<file path="config.mk">
export PLATFORM = sky130hd
export DESIGN_NAME = sbarb_arbiter
export DESIGN_NICKNAME = d
export VERILOG_FILES = /design/src/sbarb_pkg.sv /design/src/sbarb_watch_if.sv /design/src/sbarb_watch.sv /design/src/sbarb_arbiter.sv
export SDC_FILE = /design/constraint.sdc
export NUM_CORES = 1
export LEC_CHECK = 0
export BUFFER_PORTS_ARGS = -buffer_cell sky130_fd_sc_hd__buf_2
export CAP_MARGIN = 30
export CORE_MARGIN = 2
export CORE_UTILIZATION = 25
export DETAILED_ROUTE_END_ITERATION = 12
export PLACE_DENSITY = 0.42
export SLEW_MARGIN = 10
export SYNTH_ARGS = -nofsm -noshare
export SYNTH_HDL_FRONTEND = slang
export SYNTH_SLANG_ARGS = --single-unit
</file>
<file path="constraint.sdc">
create_clock -name clk_in -period 4.3 [get_ports clk_in]
set_input_delay 0.86 -clock clk_in [delete_from_list [all_inputs] [get_ports clk_in]]
set_output_delay 0.86 -clock clk_in [all_outputs]
set_load 0.05 [all_outputs]
</file>
<file path="src/sbarb_pkg.sv">
// Overview of operation
// - Idle bus parks on bridge or last owner
// - Control bit picks bridge tier, default high
// - Control bit picks grant line 0 tier
// - Enabled watch expires after 16 idle clocks
// - Auto-mask bit masks the expired requester
// - Ignore bit drops request line 0
// - Expiry sets sticky per-port flag until cleared
// - Status bits 7:6 always read zero
// - Only fundamental reset restores control and mask
// - Two tiers; bridge alone high at reset
package sbarb_pkg;
    // ==========================================================
    // Register map
    localparam logic [7:0] ADDR_CTRL = 8'hdc;
    localparam logic [7:0] ADDR_MASK = 8'hdd;
    localparam logic [7:0] ADDR_TSTAT = 8'hde;
    localparam logic [7:0] CTRL_RST = 8'h40;
    localparam logic [7:0] MASK_RST = 8'h00;
    localparam logic [5:0] TSTAT_RST = 6'h00;
    // ==========================================================
    // Field positions
    localparam int CTRL_PARK_BIT = 7;
    localparam int CTRL_BRIDGE_TIER_BIT = 6;
    localparam int CTRL_PORT0_TIER_BIT = 0;
    localparam int MASK_WATCH_BIT = 7;
    localparam int MASK_AUTO_BIT = 6;
    localparam int MASK_IGNORE0_BIT = 0;
    // ==========================================================
    // Masters and timing
    localparam int NUM_PORTS = 6;
    localparam logic [2:0] BRIDGE_IDX = 3'h6;
    localparam logic [2:0] LOWER_SLOT = 3'h7;
    localparam int WATCH_CLKS = 16;
endpackage : sbarb_pkg

</file>
<file path="src/sbarb_watch_if.sv">
`timescale 1ns/100ps
interface sbarb_watch_if;
    logic run;
    logic expired;
    modport owner (output run, input expired);
    modport timer (input run, output expired);
endinterface : sbarb_watch_if

</file>
<file path="src/sbarb_watch.sv">
`timescale 1ns/100ps
module sbarb_watch #(
    parameter int unsigned WATCH_CLKS = 16
) (
    input wire logic clk_in,
    input wire logic rst_in,
    sbarb_watch_if.timer watch
);
    import sbarb_pkg::*;

    localparam int CW = $clog2(WATCH_CLKS + 1);
    localparam logic [CW-1:0] LAST = CW'(WATCH_CLKS - 1);

    if (WATCH_CLKS < 2 || WATCH_CLKS > 200) begin : g_bad_len
        $error("sbarb_watch: WATCH_CLKS out of range");
    end

    typedef struct packed {
        logic [CW-1:0] cnt;
        logic expired;
        logic [CW:0] len;
    } sbarb_watch_t;

    sbarb_watch_t q;
    sbarb_watch_t d;

    // ==========================================================
    // Idle-clock counter
    always_comb begin
        d = q;
        d.cnt = (watch.run && q.cnt != LAST) ? CW'(q.cnt + 1'b1) : '0;
        d.expired = watch.run && q.cnt == LAST;
        d.len = !watch.run ? '0 : (q.expired ? (CW+1)'(1) : (CW+1)'(q.len + 1'b1));
    end

    always_ff @(posedge clk_in) begin
        if (rst_in) begin
            q <= '0;
        end else begin
            q <= d;
        end
    end

    assign watch.expired = q.expired;

    // ==========================================================
    // Checks
    property p_expire_len;
        @(posedge clk_in) disable iff (rst_in)
        q.expired |-> q.len == (CW+1)'(WATCH_CLKS);
    endproperty
    a_expire_len: assert property (p_expire_len) else $error("expiry off count");

    property p_no_run_no_expire;
        @(posedge clk_in) disable iff (rst_in)
        !watch.run |=> !q.expired;
    endproperty
    a_no_run_no_expire: assert property (p_no_run_no_expire) else $error("expiry idle");
endmodule : sbarb_watch

</file>
<file path="src/sbarb_arbiter.sv">
`timescale 1ns/100ps
module sbarb_arbiter (
    input wire logic clk_in,
    input wire logic rst_in,
    input wire logic hot_rst_in,
    input wire logic [sbarb_pkg::NUM_PORTS-1:0] request_line_n_in,
    input wire logic frame_n_in,
    input wire logic irdy_n_in,
    input wire logic bridge_req_in,
    input wire logic [7:0] cfg_addr_in,
    input wire logic cfg_wr_in,
    input wire logic cfg_rd_in,
    input wire logic [7:0] cfg_wdata_in,
    output logic [sbarb_pkg::NUM_PORTS-1:0] grant_line_n_out,
    output logic bridge_gnt_out,
    output logic [7:0] cfg_rdata_out
);
    import sbarb_pkg::*;

    typedef struct packed {
        logic [NUM_PORTS-1:0] req_s1;
        logic [NUM_PORTS-1:0] req_s2;
        logic frame_s1;
        logic frame_s2;
        logic irdy_s1;
        logic irdy_s2;
        logic frame_d;
        logic [7:0] ctrl;
        logic [7:0] mask;
        logic [5:0] tstat;
        logic [5:0] amask;
        logic [2:0] grantee;
        logic [2:0] owner;
        logic [2:0] hi_last;
        logic [2:0] lo_last;
        logic [NUM_PORTS-1:0] gnt_n;
        logic bgnt;
        logic [7:0] rdata;
    } sbarb_state_t;

    localparam sbarb_state_t ST_RST = '{
        req_s1: '1, req_s2: '1, frame_s1: 1'b1, frame_s2: 1'b1,
        irdy_s1: 1'b1, irdy_s2: 1'b1, frame_d: 1'b1,
        ctrl: CTRL_RST, mask: MASK_RST, tstat: TSTAT_RST, amask: '0,
        grantee: BRIDGE_IDX, owner: BRIDGE_IDX, hi_last: '0, lo_last: '0,
        gnt_n: '1, bgnt: 1'b1, rdata: '0};

    sbarb_state_t q;
    sbarb_state_t d;

    logic [6:0] r;
    logic [6:0] hi_mem;
    logic [6:0] r_arb;
    logic [7:0] hv;
    logic [3:0] hpick;
    logic [3:0] lpick;
    logic bus_idle;
    logic arb_go;
    logic clr_hit;

    sbarb_watch_if watch_bus ();

    // ==========================================================
    // Round-robin search starting after the last winner
    function automatic logic [3:0] rr8(input logic [7:0] v, input logic [2:0] last);
        logic f;
        logic [2:0] j;
        logic [2:0] k;
        f = 1'b0;
        k = '0;
        for (int i = 1; i <= 8; i++) begin
            j = 3'(int'(last) + i);
            if (!f && v[j]) begin
                f = 1'b1;
                k = j;
            end
        end
        return {f, k};
    endfunction : rr8

    // ==========================================================
    // Request qualification and tiers
    assign bus_idle = q.frame_s2 && q.irdy_s2;
    assign r[5:1] = ~q.req_s2[5:1] & ~q.amask[5:1];
    assign r[0] = ~q.req_s2[0] & ~q.amask[0] & ~q.mask[MASK_IGNORE0_BIT];
    assign r[6] = bridge_req_in;
    assign hi_mem = {q.ctrl[CTRL_BRIDGE_TIER_BIT], 5'h00, q.ctrl[CTRL_PORT0_TIER_BIT]};
    // Expired grantee sits out the arbitration its expiry triggers
    assign r_arb = r & ~({6'h00, watch_bus.expired} << q.grantee);
    assign hv = {|(r_arb & ~hi_mem), r_arb & hi_mem};
    assign hpick = rr8(hv, q.hi_last);
    assign lpick = rr8({1'b0, r_arb & ~hi_mem}, q.lo_last);
    assign arb_go = bus_idle && (!r[q.grantee] || watch_bus.expired);
    assign clr_hit = cfg_wr_in && cfg_addr_in == ADDR_TSTAT;
    assign watch_bus.run = q.mask[MASK_WATCH_BIT] && bus_idle && q.grantee < BRIDGE_IDX
        && r[q.grantee];

    sbarb_watch #(.WATCH_CLKS(WATCH_CLKS)) u_watch (
        .clk_in(clk_in),
        .rst_in(rst_in),
        .watch(watch_bus)
    );

    // ==========================================================
    // Next state
    always_comb begin
        d = q;
        d.req_s1 = request_line_n_in;
        d.req_s2 = q.req_s1;
        d.frame_s1 = frame_n_in;
        d.frame_s2 = q.frame_s1;
        d.irdy_s1 = irdy_n_in;
        d.irdy_s2 = q.irdy_s1;
        d.frame_d = q.frame_s2;
        if (cfg_wr_in) begin
            case (cfg_addr_in)
                ADDR_CTRL: d.ctrl = cfg_wdata_in;
                ADDR_MASK: d.mask = cfg_wdata_in;
                ADDR_TSTAT: begin
                    d.tstat = q.tstat & ~cfg_wdata_in[5:0];
                    d.amask = q.amask & ~cfg_wdata_in[5:0];
                end
                default: ;
            endcase
        end
        if (watch_bus.expired && q.grantee < BRIDGE_IDX) begin
            d.tstat[q.grantee] = 1'b1;
            if (q.mask[MASK_AUTO_BIT]) begin
                d.amask[q.grantee] = 1'b1;
            end
        end
        if (cfg_rd_in) begin
            case (cfg_addr_in)
                ADDR_CTRL: d.rdata = q.ctrl;
                ADDR_MASK: d.rdata = q.mask;
                ADDR_TSTAT: d.rdata = {2'b00, q.tstat};
                default: d.rdata = '0;
            endcase
        end
        if (hot_rst_in) begin
            d.grantee = BRIDGE_IDX;
            d.owner = BRIDGE_IDX;
            d.hi_last = '0;
            d.lo_last = '0;
        end else begin
            if (!q.frame_s2 && q.frame_d) begin
                d.owner = q.grantee;
            end
            if (arb_go) begin
                if (hpick[3]) begin
                    d.hi_last = hpick[2:0];
                    if (hpick[2:0] == LOWER_SLOT) begin
                        d.grantee = lpick[2:0];
                        d.lo_last = lpick[2:0];
                    end else begin
                        d.grantee = hpick[2:0];
                    end
                end else if (q.ctrl[CTRL_PARK_BIT]) begin
                    d.grantee = BRIDGE_IDX;
                end else begin
                    d.grantee = q.owner;
                end
            end
        end
        for (int i = 0; i < NUM_PORTS; i++) begin
            d.gnt_n[i] = d.grantee != 3'(i);
        end
        d.bgnt = d.grantee == BRIDGE_IDX;
    end

    always_ff @(posedge clk_in) begin
        if (rst_in) begin
            q <= ST_RST;
        end else begin
            q <= d;
        end
    end

    assign grant_line_n_out = q.gnt_n;
    assign bridge_gnt_out = q.bgnt;
    assign cfg_rdata_out = q.rdata;

    // ==========================================================
    // Checks
    property p_park_bridge;
        @(posedge clk_in) disable iff (rst_in || hot_rst_in)
        (arb_go && r == 7'h00 && q.ctrl[CTRL_PARK_BIT]) |=> q.grantee == BRIDGE_IDX;
    endproperty
    a_park_bridge: assert property (p_park_bridge) else $error("not parked on bridge");

    property p_park_last;
        @(posedge clk_in) disable iff (rst_in || hot_rst_in)
        (arb_go && r == 7'h00 && !q.ctrl[CTRL_PARK_BIT]) |=> q.grantee == $past(q.owner);
    endproperty
    a_park_last: assert property (p_park_last) else $error("not parked on owner");

    property p_bridge_tier;
        @(posedge clk_in) disable iff (rst_in || hot_rst_in)
        (arb_go && q.hi_last == LOWER_SLOT && r[6] && q.ctrl[CTRL_BRIDGE_TIER_BIT])
            |=> q.grantee == BRIDGE_IDX
            || (q.grantee == 3'h0 && $past(q.ctrl[CTRL_PORT0_TIER_BIT]));
    endproperty
    a_bridge_tier: assert property (p_bridge_tier) else $error("bridge tier ignored");

    property p_port0_tier;
        @(posedge clk_in) disable iff (rst_in || hot_rst_in)
        (arb_go && q.hi_last == LOWER_SLOT && r_arb[0] && q.ctrl[CTRL_PORT0_TIER_BIT])
            |=> q.grantee == 3'h0;
    endproperty
    a_port0_tier: assert property (p_port0_tier) else $error("port 0 tier ignored");

    property p_auto_mask;
        @(posedge clk_in) disable iff (rst_in)
        (watch_bus.expired && q.grantee < BRIDGE_IDX && q.mask[MASK_AUTO_BIT])
            |=> q.amask[$past(q.grantee)];
    endproperty
    a_auto_mask: assert property (p_auto_mask) else $error("no auto mask");

    property p_ignore0;
        @(posedge clk_in) disable iff (rst_in || hot_rst_in)
        (arb_go && q.mask[MASK_IGNORE0_BIT] && r_arb != 7'h00) |=> q.grantee != 3'h0;
    endproperty
    a_ignore0: assert property (p_ignore0) else $error("request 0 granted");

    property p_flag_set;
        @(posedge clk_in) disable iff (rst_in)
        (watch_bus.expired && q.grantee < BRIDGE_IDX) |=> q.tstat[$past(q.grantee)];
    endproperty
    a_flag_set: assert property (p_flag_set) else $error("expiry flag missing");

    property p_flag_sticky;
        @(posedge clk_in) disable iff (rst_in)
        !clr_hit |=> (q.tstat & $past(q.tstat)) == $past(q.tstat);
    endproperty
    a_flag_sticky: assert property (p_flag_sticky) else $error("flag lost");

    property p_rsvd_zero;
        @(posedge clk_in) disable iff (rst_in)
        (cfg_rd_in && cfg_addr_in == ADDR_TSTAT) |=> cfg_rdata_out[7:6] == 2'b00;
    endproperty
    a_rsvd_zero: assert property (p_rsvd_zero) else $error("reserved bits set");

    property p_hot_keeps;
        @(posedge clk_in) disable iff (rst_in)
        (hot_rst_in && !cfg_wr_in) |=> q.ctrl == $past(q.ctrl) && q.mask == $past(q.mask);
    endproperty
    a_hot_keeps: assert property (p_hot_keeps) else $error("hot reset hit config");
endmodule : sbarb_arbiter

</file>
* After elaboration in Yosys (flattened, before gate mapping)
Index checks and enable logic that the tools add are counted.
** Cells by class
- Multiplexer cells :: 81
- Order comparisons :: 19
- Add/subtract/negate cells :: 17
- Bitwise logic cells :: 19
- Reduce and logical (&&, ||, !) cells :: 49
- Shift-type cells :: 1
- Equal/unequal tests :: 12
** Operator list (count)
- $lt 3x4->1 const B :: 17
- $mux 3 :: 22
- $bmux 1 s3 :: 17
- $mux 12 :: 4
- $mux 1 :: 33
- $add 3x3->3 const B :: 8
- $eq 8x8->1 const B :: 3
- $logic_and 1x1->1 :: 24
- $pmux 8 s3 :: 1
- $and 7x7->7 :: 3
- $mux 6 :: 3
- $logic_not 1->1 :: 16
- $not 7->7 :: 2
- $add 3x1->3 const B :: 4
- $add 3x2->3 const B :: 4
- $and 6x6->6 :: 2
- $or 6x6->6 :: 2
- $not 5->5 :: 2
- $reduce_or 7->1 :: 1
- $shl 1x3->7 :: 1
- $eq 3x3->1 const B :: 2
- $ne 3x2->1 const B :: 2
- $ne 3x3->1 const B :: 2
- $not 6->6 :: 1
- 15 further kinds :: 22
** Word-level totals
- Bits in registers :: 78
- Input port bits :: 30

* Logic depth before layout (Yosys ltp)
Gate-level depths: netlist (run 1).
- Word-level depth :: 36
- Mapped depth :: 16

* Cells and area by module
A second synthesis (run 1) with hierarchy kept.
** Second synthesis, totals
- Cells, all modules :: 584
- Area, all modules :: 4733.3 sq um
** Modules (own cells, without submodules)
- sbarb_arbiter :: area each 4493.1 sq um, instances 1, cells an instance 562
- sbarb_watch :: area each 240.2 sq um, instances 1, cells an instance 22

* Worst setup path before layout (run 1)
OpenSTA, ideal clock, no wires.
- Path type :: flip-flop to flip-flop
- From :: reg q[15] (netlist bit)
- To :: reg q (netlist bit bridge_gnt_out)
- Library setup time :: 0.086 ns
- Cell stages (with the launch flop) :: 17
- Required time :: 4.214 ns
- Setup slack :: 0.724 ns
- Data arrival time :: 3.490 ns
- Path buffers :: 3
- Cells stage by stage :: dfxtp_1 > clkbuf_1 > clkinv_1 > ha_1 > clkbuf_1 > or4_1 > o32ai_1 > a31oi_1 > and2_1 > and4_1 > buf_2 > and2_1 > o32ai_1 > o21ai_0 > a21bo_1 > a211oi_4 > a221oi_2
** On the way
- Cells in the longest elaborated chain, start to end :: 30
- Elaborated cells on any way between the ends :: 58
- Those cells by class :: add/sub: 8; eq/ne: 1; mux: 35; reduce/logical: 14
** Ends and longest elaborated chain
- start, declared :: RTL line sbarb_arbiter.sv:48 : sbarb_state_t q;
- start signal, assigned :: RTL line sbarb_arbiter.sv:173 : q <= ST_RST;
- start signal, assigned :: RTL line sbarb_arbiter.sv:175 : q <= d;
- $add 3x1->3 :: RTL line sbarb_arbiter.sv:72 : j = 3'(int'(last) + i);
- $bmux 1 s3 :: RTL line sbarb_arbiter.sv:73 : if (!f && v[j]) begin
- $mux 1 (implied by the code) :: RTL line sbarb_arbiter.sv:73
- $mux 1 :: RTL line sbarb_arbiter.sv:73
- $logic_not 1->1 :: RTL line sbarb_arbiter.sv:73
- $logic_and 1x1->1 :: RTL line sbarb_arbiter.sv:73
- $mux 1 :: RTL line sbarb_arbiter.sv:73
- $logic_not 1->1 :: RTL line sbarb_arbiter.sv:73
- (+14 left out)
- $logic_not 1->1 :: RTL line sbarb_arbiter.sv:73
- $logic_and 1x1->1 :: RTL line sbarb_arbiter.sv:73
- $mux 3 (*) :: RTL line sbarb_arbiter.sv:73
- $mux 3 (*) :: RTL line sbarb_arbiter.sv:152 : if (hpick[2:0] == LOWER_SLOT) begin
- $mux 3 (*) :: RTL line sbarb_arbiter.sv:150 : if (hpick[3]) begin
- $mux 3 (*) :: RTL line sbarb_arbiter.sv:149 : if (arb_go) begin
- $mux 12 (*) :: RTL line sbarb_arbiter.sv:140 : if (hot_rst_in) begin
- $eq 3x3->1 (*) :: RTL line sbarb_arbiter.sv:168 : d.bgnt = d.grantee == BRIDGE_IDX;
Mark *: on every way between the ends. The rest lies on a longest branch, timed or not. The select of a mux whose other input is x is not followed.
A chain may end at the register's enable or synchronous reset.

* Worst setup path after layout (run 1)
- From :: reg q[25] (netlist bit)
- To :: reg q (netlist bit grant_line_n_out[2])
** On the way
- Cells in the longest elaborated chain, start to end :: 35
- Elaborated cells on any way between the ends :: 108
- Those cells by class :: eq/ne: 2; shift: 1; mux: 69; bitwise: 4; reduce/logical: 32
** Ends and longest elaborated chain
- $shl 1x3->7 :: RTL line sbarb_arbiter.sv:89 : assign r_arb = r & ~({6'h00, watch_bus.expired} << q.grantee);
- $not 7->7 :: RTL line sbarb_arbiter.sv:89
- $and 7x7->7 :: RTL line sbarb_arbiter.sv:89
- $and 7x7->7 :: RTL line sbarb_arbiter.sv:90, sbarb_arbiter.sv:92
- $reduce_or 7->1 :: RTL line sbarb_arbiter.sv:90 : assign hv = {|(r_arb & ~hi_mem), r_arb & hi_mem};
- $bmux 1 s3 :: RTL line sbarb_arbiter.sv:73
- $mux 1 (implied by the code) :: RTL line sbarb_arbiter.sv:73
- $mux 1 :: RTL line sbarb_arbiter.sv:73
- (+19 left out)
- $logic_and 1x1->1 :: RTL line sbarb_arbiter.sv:73
- $mux 3 :: RTL line sbarb_arbiter.sv:73
- $eq 3x3->1 :: RTL line sbarb_arbiter.sv:152
- $mux 3 :: RTL line sbarb_arbiter.sv:152
- $mux 3 :: RTL line sbarb_arbiter.sv:150
- $mux 3 (*) :: RTL line sbarb_arbiter.sv:149
- $mux 12 (*) :: RTL line sbarb_arbiter.sv:140
- $ne 3x2->1 (*) :: RTL line sbarb_arbiter.sv:166 : d.gnt_n[i] = d.grantee != 3'(i);
Marks and branches as above.

==> results of run 1 <==
## layout make-up
cell class	instances	area, sq um
inverters	16	60.1
clock buffers	10	229
clock inverters	5	75.1
flip-flops and latches	78	1560
well taps	265	332
multi-input cells	459	3080
fillers	2174	13900
repair buffers	58	325
## timing repair
item | in CTS | in global routing
gates resized for setup | 0 | 1
endpoints found under the setup margin | 0 | 5
buffers inserted | 0 | 0
endpoints found under the hold margin | 0 | 0
## power by group through the flow
stage / Clock (mW) / Combinational (mW) / Sequential (mW)
floorplan: 0 / 0.761 / 0.798
global placement: 0 / 0.903 / 0.827
detailed placement: 0 / 0.908 / 0.829
CTS: 0.812 / 0.913 / 0.813
global route: 0.841 / 1.01 / 0.822
finish: 0.791 / 0.921 / 0.815
## cells in the final DEF, fill, tap and decap left out, types with 5 or more instances in the layout
| cell type | count |
|---|---|
| o31ai_1 | 7 |
| a31oi_1 | 8 |
| buf_4 | 14 |
| nor2_1 | 70 |
| a21oi_1 | 32 |
| a22oi_1 | 6 |
| nor2b_1 | 13 |
| and2_1 | 5 |
| buf_2 | 44 |
| nand2_1 | 46 |
| a32oi_1 | 6 |
| nand4_1 | 8 |
| a21o_1 | 5 |
| nand2b_1 | 11 |
| mux2i_1 | 31 |
| clkbuf_16 | 9 |
| or2_2 | 20 |
| nor3_1 | 22 |
| o21ai_0 | 24 |
| inv_1 | 15 |
| nand3_1 | 21 |
| o22ai_1 | 5 |
| dfxtp_1 | 77 |
| mux2_2 | 5 |
| ha_1 | 6 |
## metal layers
metal	global-route usage, %	part of all wire (%)	wire length [um]	vias to the layer above
met5	0	0	0	-
met4	4.66	2.2	307	0
met3	1.64	4.0	575	24
met2	22.4	46	6610	128
met1	18.2	47	6760	2143
li1	-	-	-	2234
## per-stage QoR
stage / std cells / setup slack [ps] / hold WS (ps) / area, sq um
2_1_floorplan: 604 / 724 / 389 / 4980
3_3_place_gp: 876 / 247 / 393 / 5360
3_5_place_dp: 876 / 330 / 400 / 5360
4_1_cts: 891 / 315 / 413 / 5660
5_1_grt: 891 / 64.8 / 423 / 5670
6_report: 891 / 336 / 411 / 5670
## worst paths after layout
| kind | end | slack (ps) | cells past startpoint |
|---|---|---|---|
| max reg2reg | grant_line_n_out[2] | 340 | 12 |
| max | grant_line_n_out[2] | 340 | 12 |
| min | d[55] | 410 | 1 |
| min reg2reg | d[55] | 410 | 1 |
## kinds of logic after synthesis
logic type | Yosys count | synth area share [%]
multiplexers | 39 | 8.54
AND/OR/NAND/NOR | 257 | 28.4
adder cells (fa/ha/maj) | 6 | 1.51
AO/OA/AOI/OAI | 150 | 22.2
buffers and inverters | 67 | 6.83
XOR/XNOR | 7 | 1.23
flip-flops | 78 | 31.3
## registers in the layout, indices dropped and copies added, names as in the netlist
signal / cells
q: 46
d: 9
cfg_rdata_out: 8
grant_line_n_out: 6
u_watch.q: 5
hi_mem: 2
bridge_gnt_out: 1
u_watch.watch.expired: 1
==> impl_metrics.csv, run 1 <==
group,metric,value,unit
power_and_ir_drop,netSwitchingFraction,36.2,%
clock_tree,cts_buffer_depth,2,
critical_path,path_buf_inv,1,
timing,final.setup.tns,0,ps
timing,min_period_over_period,92.2,%
critical_path,cp-end-kind,"flop",
power_and_ir_drop,seqPwrFrac,32.2,%
global_route,antenna_found_initial,0,
placement,numPortBuffers,44,
critical_path,max_stage_delay,630,ps
synthesis,synth.top_cell.area_share,31.3,%
floorplan,rows,51,
detailed_routing,antenna_left,0,
floorplan,die_h,145,um
critical_path,cp_cell_sequence,"or4b_4, nand2_4, o21ai_1, o22ai_1, a21boi_0, a2111oi_0, o32ai_1, o21ai_0, buf_4, a21bo_1, a211oi_4, o2111ai_1",
synthesis,synth_area_per_cell,8.25,sq um
timing,hold_violations,0,
critical_path,crit_arrival,4150,ps
run_status,outcome,"completed",
synthesis,syn-num-nets,640,
synthesis,ys_warn_count,0,
hold_path,hold_start,"d[58]",
floorplan,initial_utilization,25.5,%
cells_and_area,final_layout_size_suffix_gt1_share,20.8,%
hold_path,hold_path.class,"reg -> reg",
synthesis,yosys-top-cells-area,"dfxtp_1 (31%), mux2i_1 (6.2%), nor2_1 (5.3%), nand2_1 (3.5%), a21oi_1 (3.2%)",
global_route,grt.total_usage,13.5,%
floorplan,boundaryPins,45,
synthesis,synth_largest_area_cell,"dfxtp_1",
critical_path,critPathKind,"reg -> reg",
clock_tree,cts-root-buf,"clkbuf_16",
global_route,grt_pass1_vias,4409,
clock_tree,h-tree-depth,3,
detailed_routing,viasPerCell,5.08,
clock_tree,cts_buffers,9,
clock_tree,cts.clk_slew.worst_paths,60,ps
global_route,gr-total-overflow,0,
critical_path,cp_slowest_cell,"a2111oi_0",
power_and_ir_drop,switchingPower,0.914,mW
clock_tree,cts_tree,"built",
synthesis,ys.flop_type,"dfxtp_1",
synthesis,syn-instance-count,604,
detailed_routing,drtIter0Drc,363,
detailed_routing,drc,0,
power_and_ir_drop,power.density,446,nW/um^2
critical_path,crit_start,"q[25]",
timing,clock_skew,8.28,ps
critical_path,worst_ep_required_time,4490,ps
synthesis,async_flop_share,0,%
timing,fin_crit,3960,ps
power_and_ir_drop,pwr-share-comb,36.5,%
power_and_ir_drop,peakVddDrop,0.199,mV
placement,dpl.hpwl,10.9,mm
detailed_routing,vias,4529,
global_route,grt_max_degree,55,
power_and_ir_drop,clockPowerShare,31.3,%
detailed_routing,firstDrtPassIters,5,
cells_and_area,synthToLayoutAreaGrowth,13.7,%
power_and_ir_drop,p_int,1.61,mW
synthesis,ys_ff_latch,78,
global_route,grt_pass1_wl,23.4,mm
critical_path,timing.rr.start,"q[25]",
synthesis,synth_cell_types,93,
critical_path,cp_max_fo,16,
run,cap_violations,0,
cells_and_area,nNetsFinal,658,
floorplan,die_w,145,um
timing,max_freq,252,MHz
power_and_ir_drop,fin_total_pwr,2.53,mW
timing,final_max_slew_viol_count,0,
synthesis,synth-edff-count,0,
synthesis,yosysSeqAreaShare,31.3,%
synthesis,synth_common_cells,"dfxtp_1 (78), nor2_1 (70), nand2_1 (46), a21oi_1 (32), mux2i_1 (31)",
synthesis,syn_area,4980,sq um
clock_tree,clk_latency,340,ps
detailed_routing,wl_per_cell,16.0,um
power_and_ir_drop,p_leak,2.01,nW
clock_tree,cts.sinks,78,
floorplan,coreArea,19500,sq um
timing,grt_setup_unrepaired,"false",
timing,setup-violations-final,0,
critical_path,crit_family,"compound AO/OA/AOI/OAI gates",
critical_path,startpoint_type,"flop",
floorplan,dieArea,21100,sq um
clock_tree,hold_buffers,0,
synthesis,yosysMostFrequentCell,"dfxtp_1",
timing,tightestPinTransition,685,ps
detailed_routing,drt-total-wl,14.3,mm
timing,relSlewSlack,54.3,%
cells_and_area,antenna_cells,0,
cells_and_area,final_core_util,29.0,%
placement,place_congestion,0.962,
No activity file was read; power rests on OpenSTA's default activity.
==> run 2, diff against run 1 <==
--- a/config.mk
+++ b/config.mk
@@ -7,11 +7,14 @@
 export LEC_CHECK = 0
 export BUFFER_PORTS_ARGS = -buffer_cell sky130_fd_sc_hd__buf_2
 export CAP_MARGIN = 30
+export CELL_PAD_IN_SITES_DETAIL_PLACEMENT = 0
+export CELL_PAD_IN_SITES_GLOBAL_PLACEMENT = 2
 export CORE_MARGIN = 2
 export CORE_UTILIZATION = 25
 export DETAILED_ROUTE_END_ITERATION = 12
-export PLACE_DENSITY = 0.42
+export PLACE_DENSITY = 0.61
 export SLEW_MARGIN = 10
 export SYNTH_ARGS = -nofsm -noshare
 export SYNTH_HDL_FRONTEND = slang
 export SYNTH_SLANG_ARGS = --single-unit
+export TNS_END_PERCENT = 50
==> run 2 against run 1 <==
  * First-iteration DRC count is 19% lower
  * Worst setup slack improved by 130 ps
  * Cell count increased by 0.45%
  * Core utilization up 0.27 points
  * Critical path depth is 1 lower
  * Global-route usage up 0.48 points
  * Sequential share of layout area is 0.28 points lower
  * Final area increased by 0.93%
  * Combinational power grew 2.6%
  * Largest cell class unchanged
==> impl_metrics.csv, run 2 (synthesis results as in run 1) <==
group,metric,value,unit
run_status,outcome,"completed",
cells_and_area,largest_register,"q",
timing,fin_crit,3830,ps
placement,dpl_worst_slack,463,ps
critical_path,max_stage_delay,690,ps
cells_and_area,nNetsFinal,661,
power_and_ir_drop,seqPwrFrac,31.0,%
placement,place_congestion,0.874,
detailed_routing,viasPerCell,5.02,
global_route,grt_pass1_vias,4342,
floorplan,rows,51,
timing,grt_setup_unrepaired,"false",
cells_and_area,instances_no_fill,895,
power_and_ir_drop,p_int,1.67,mW
detailed_routing,drtIter0Drc,293,
placement,dp.cells,879,
timing,min_period_over_period,89.1,%
timing,tightestPinTransition,651,ps
floorplan,die_h,145,um
timing,setup-violations-final,0,
critical_path,reg2reg_slack,470,ps
hold_path,hold_path.class,"reg -> reg",
timing,final_max_slew_viol_count,0,
critical_path,cp_cell_sequence,"and4bb_1, nor3_1, nor3_1, nand2_2, a32o_1, nor2_1, nand3b_4, o32ai_2, nor3_1, a211oi_4, o2111ai_1",
critical_path,cp-end-kind,"flop",
timing,final.setup.tns,0,ps
clock_tree,hold_buffers,0,
clock_tree,cts_resized,0,
timing,fin_ws,468,ps
power_and_ir_drop,p_leak,2.04,nW
floorplan,boundaryPins,45,
timing,clock_skew,5.99,ps
clock_tree,cts.clk_slew.worst_paths,60,ps
timing,hold_violations,0,
floorplan,coreArea,19500,sq um
cells_and_area,final_layout_size_suffix_gt1_share,21.1,%
floorplan,dieArea,21100,sq um
clock_tree,cts.sinks,78,
cells_and_area,largest_reg_flops,46,
clock_tree,h-tree-depth,3,
cells_and_area,synthToLayoutAreaGrowth,14.7,%
detailed_routing,vias,4494,
detailed_routing,drc,0,
global_route,gr-total-overflow,0,
cells_and_area,antenna_cells,0,
critical_path,timing.rr.start,"q[25]",
critical_path,r2r.worst_path.cells,11,
global_route,grt.total_usage,14.0,%
critical_path,r2r_end,"grant_line_n_out[2]",
detailed_routing,firstDrtPassIters,5,
floorplan,initial_utilization,25.5,%
hold_path,holdPathEnd,"q[62]",
cells_and_area,final_cell_mix,"dfxtp_1 (78), nor2_1 (70), nand2_1 (46)",
cells_and_area,layout_commonest_cell,"dfxtp_1",
clock_tree,cts_tree,"built",
timing,max_freq,261,MHz
detailed_routing,wl_per_cell,16.6,um
placement,numPortBuffers,44,
critical_path,critPathKind,"reg -> reg",
critical_path,startpoint_type,"flop",
critical_path,cp_max_fo,20,
critical_path,crit_start,"q[25]",
critical_path,crit_top_cell,"nor3_1",
global_route,grt_max_degree,55,
clock_tree,clk_latency,330,ps
hold_path,hold_depth,1,
power_and_ir_drop,pwr-share-comb,36.4,%
power_and_ir_drop,peakVddDrop,0.223,mV
power_and_ir_drop,switchingPower,0.924,mW
run,cap_violations,0,
clock_tree,post_cts_buffers,0,
power_and_ir_drop,netSwitchingFraction,35.6,%
detailed_routing,drt-total-wl,14.9,mm
critical_path,worst_ep_required_time,4490,ps
global_route,grt_pass1_wl,23.9,mm
clock_tree,cts_buffer_depth,2,
cells_and_area,final_core_util,29.3,%
global_route,antenna_found_initial,0,
detailed_routing,antenna_left,0,
critical_path,cp_slowest_cell,"dfxtp_1",
power_and_ir_drop,fin_total_pwr,2.59,mW
clock_tree,cts-root-buf,"clkbuf_16",
power_and_ir_drop,power.density,454,nW/um^2
placement,dpl.hpwl,11.4,mm
floorplan,die_w,145,um
timing,relSlewSlack,56.6,%
hold_path,hold_start,"d[62]",
critical_path,crit_arrival,4020,ps
clock_tree,cts_buffers,9,
power_and_ir_drop,clockPowerShare,32.5,%
==> run 2: cell count changes in the layout (fill, tap and decap cells not counted), sizes merged <==
cell | previous run | this run
buf | 58 | 61
clkbuf | 10 | 13
clkinv | 4 | 2
==> run 2: worst max-delay path, delay by kind of cell (launching register included) <==
kind / cells / cell delay [ps]
AND/OR/NAND/NOR: 7 / 1770
AO/OA/AOI/OAI: 4 / 1230
flip-flops: 1 / 690
==> run 2: worst max-delay path by stage <==
stage,end,slack [ps],depth (start not counted)
after floorplan,bridge_gnt_out,720,16
after global placement,bridge_gnt_out,510,13
after detailed placement,grant_line_n_out[2],460,13
after CTS,grant_line_n_out[2],490,11
after global routing,grant_line_n_out[2],190,12
final,grant_line_n_out[2],470,11
==> run 2: metrics by stage <==
stage | hold WS (ps) | area [sq um]
after floorplan | 389 | 4980
after global placement | 393 | 5380
after detailed placement | 393 | 5380
after CTS | 406 | 5720
after global routing | 418 | 5720
final | 407 | 5720
==> run 2: power by group through the flow <==
stage | sequential (mW) | combinational [mW] | clock (mW)
after floorplan | 0.798 | 0.761 | 0
after global placement | 0.818 | 0.943 | 0
after detailed placement | 0.821 | 0.931 | 0
after CTS | 0.805 | 0.939 | 0.862
after global routing | 0.810 | 1.03 | 0.898
final | 0.805 | 0.945 | 0.844
==> run 2: cell type report <==
| type | count | area (sq um) |
|---|---|---|
| clock buffer | 13 | 270 |
| tap | 265 | 332 |
| clock inverter | 3 | 65.1 |
| sequential | 78 | 1560 |
| fill | 2152 | 13800 |
| timing repair buffer | 61 | 348 |
| multi-input combinational | 459 | 3080 |
| inverter | 16 | 60.1 |
==> run 2: per-layer routing <==
layer | wire length [um] | GRT usage [%] | up-vias | share of wire (%)
met3 | 452 | 1.38 | 14 | 3.0
met2 | 7050 | 23.0 | 106 | 47
met4 | 194 | 4.07 | 0 | 1.3
met5 | 0 | 0 | - | 0
met1 | 7180 | 19.5 | 2137 | 48
li1 | - | - | 2237 | -
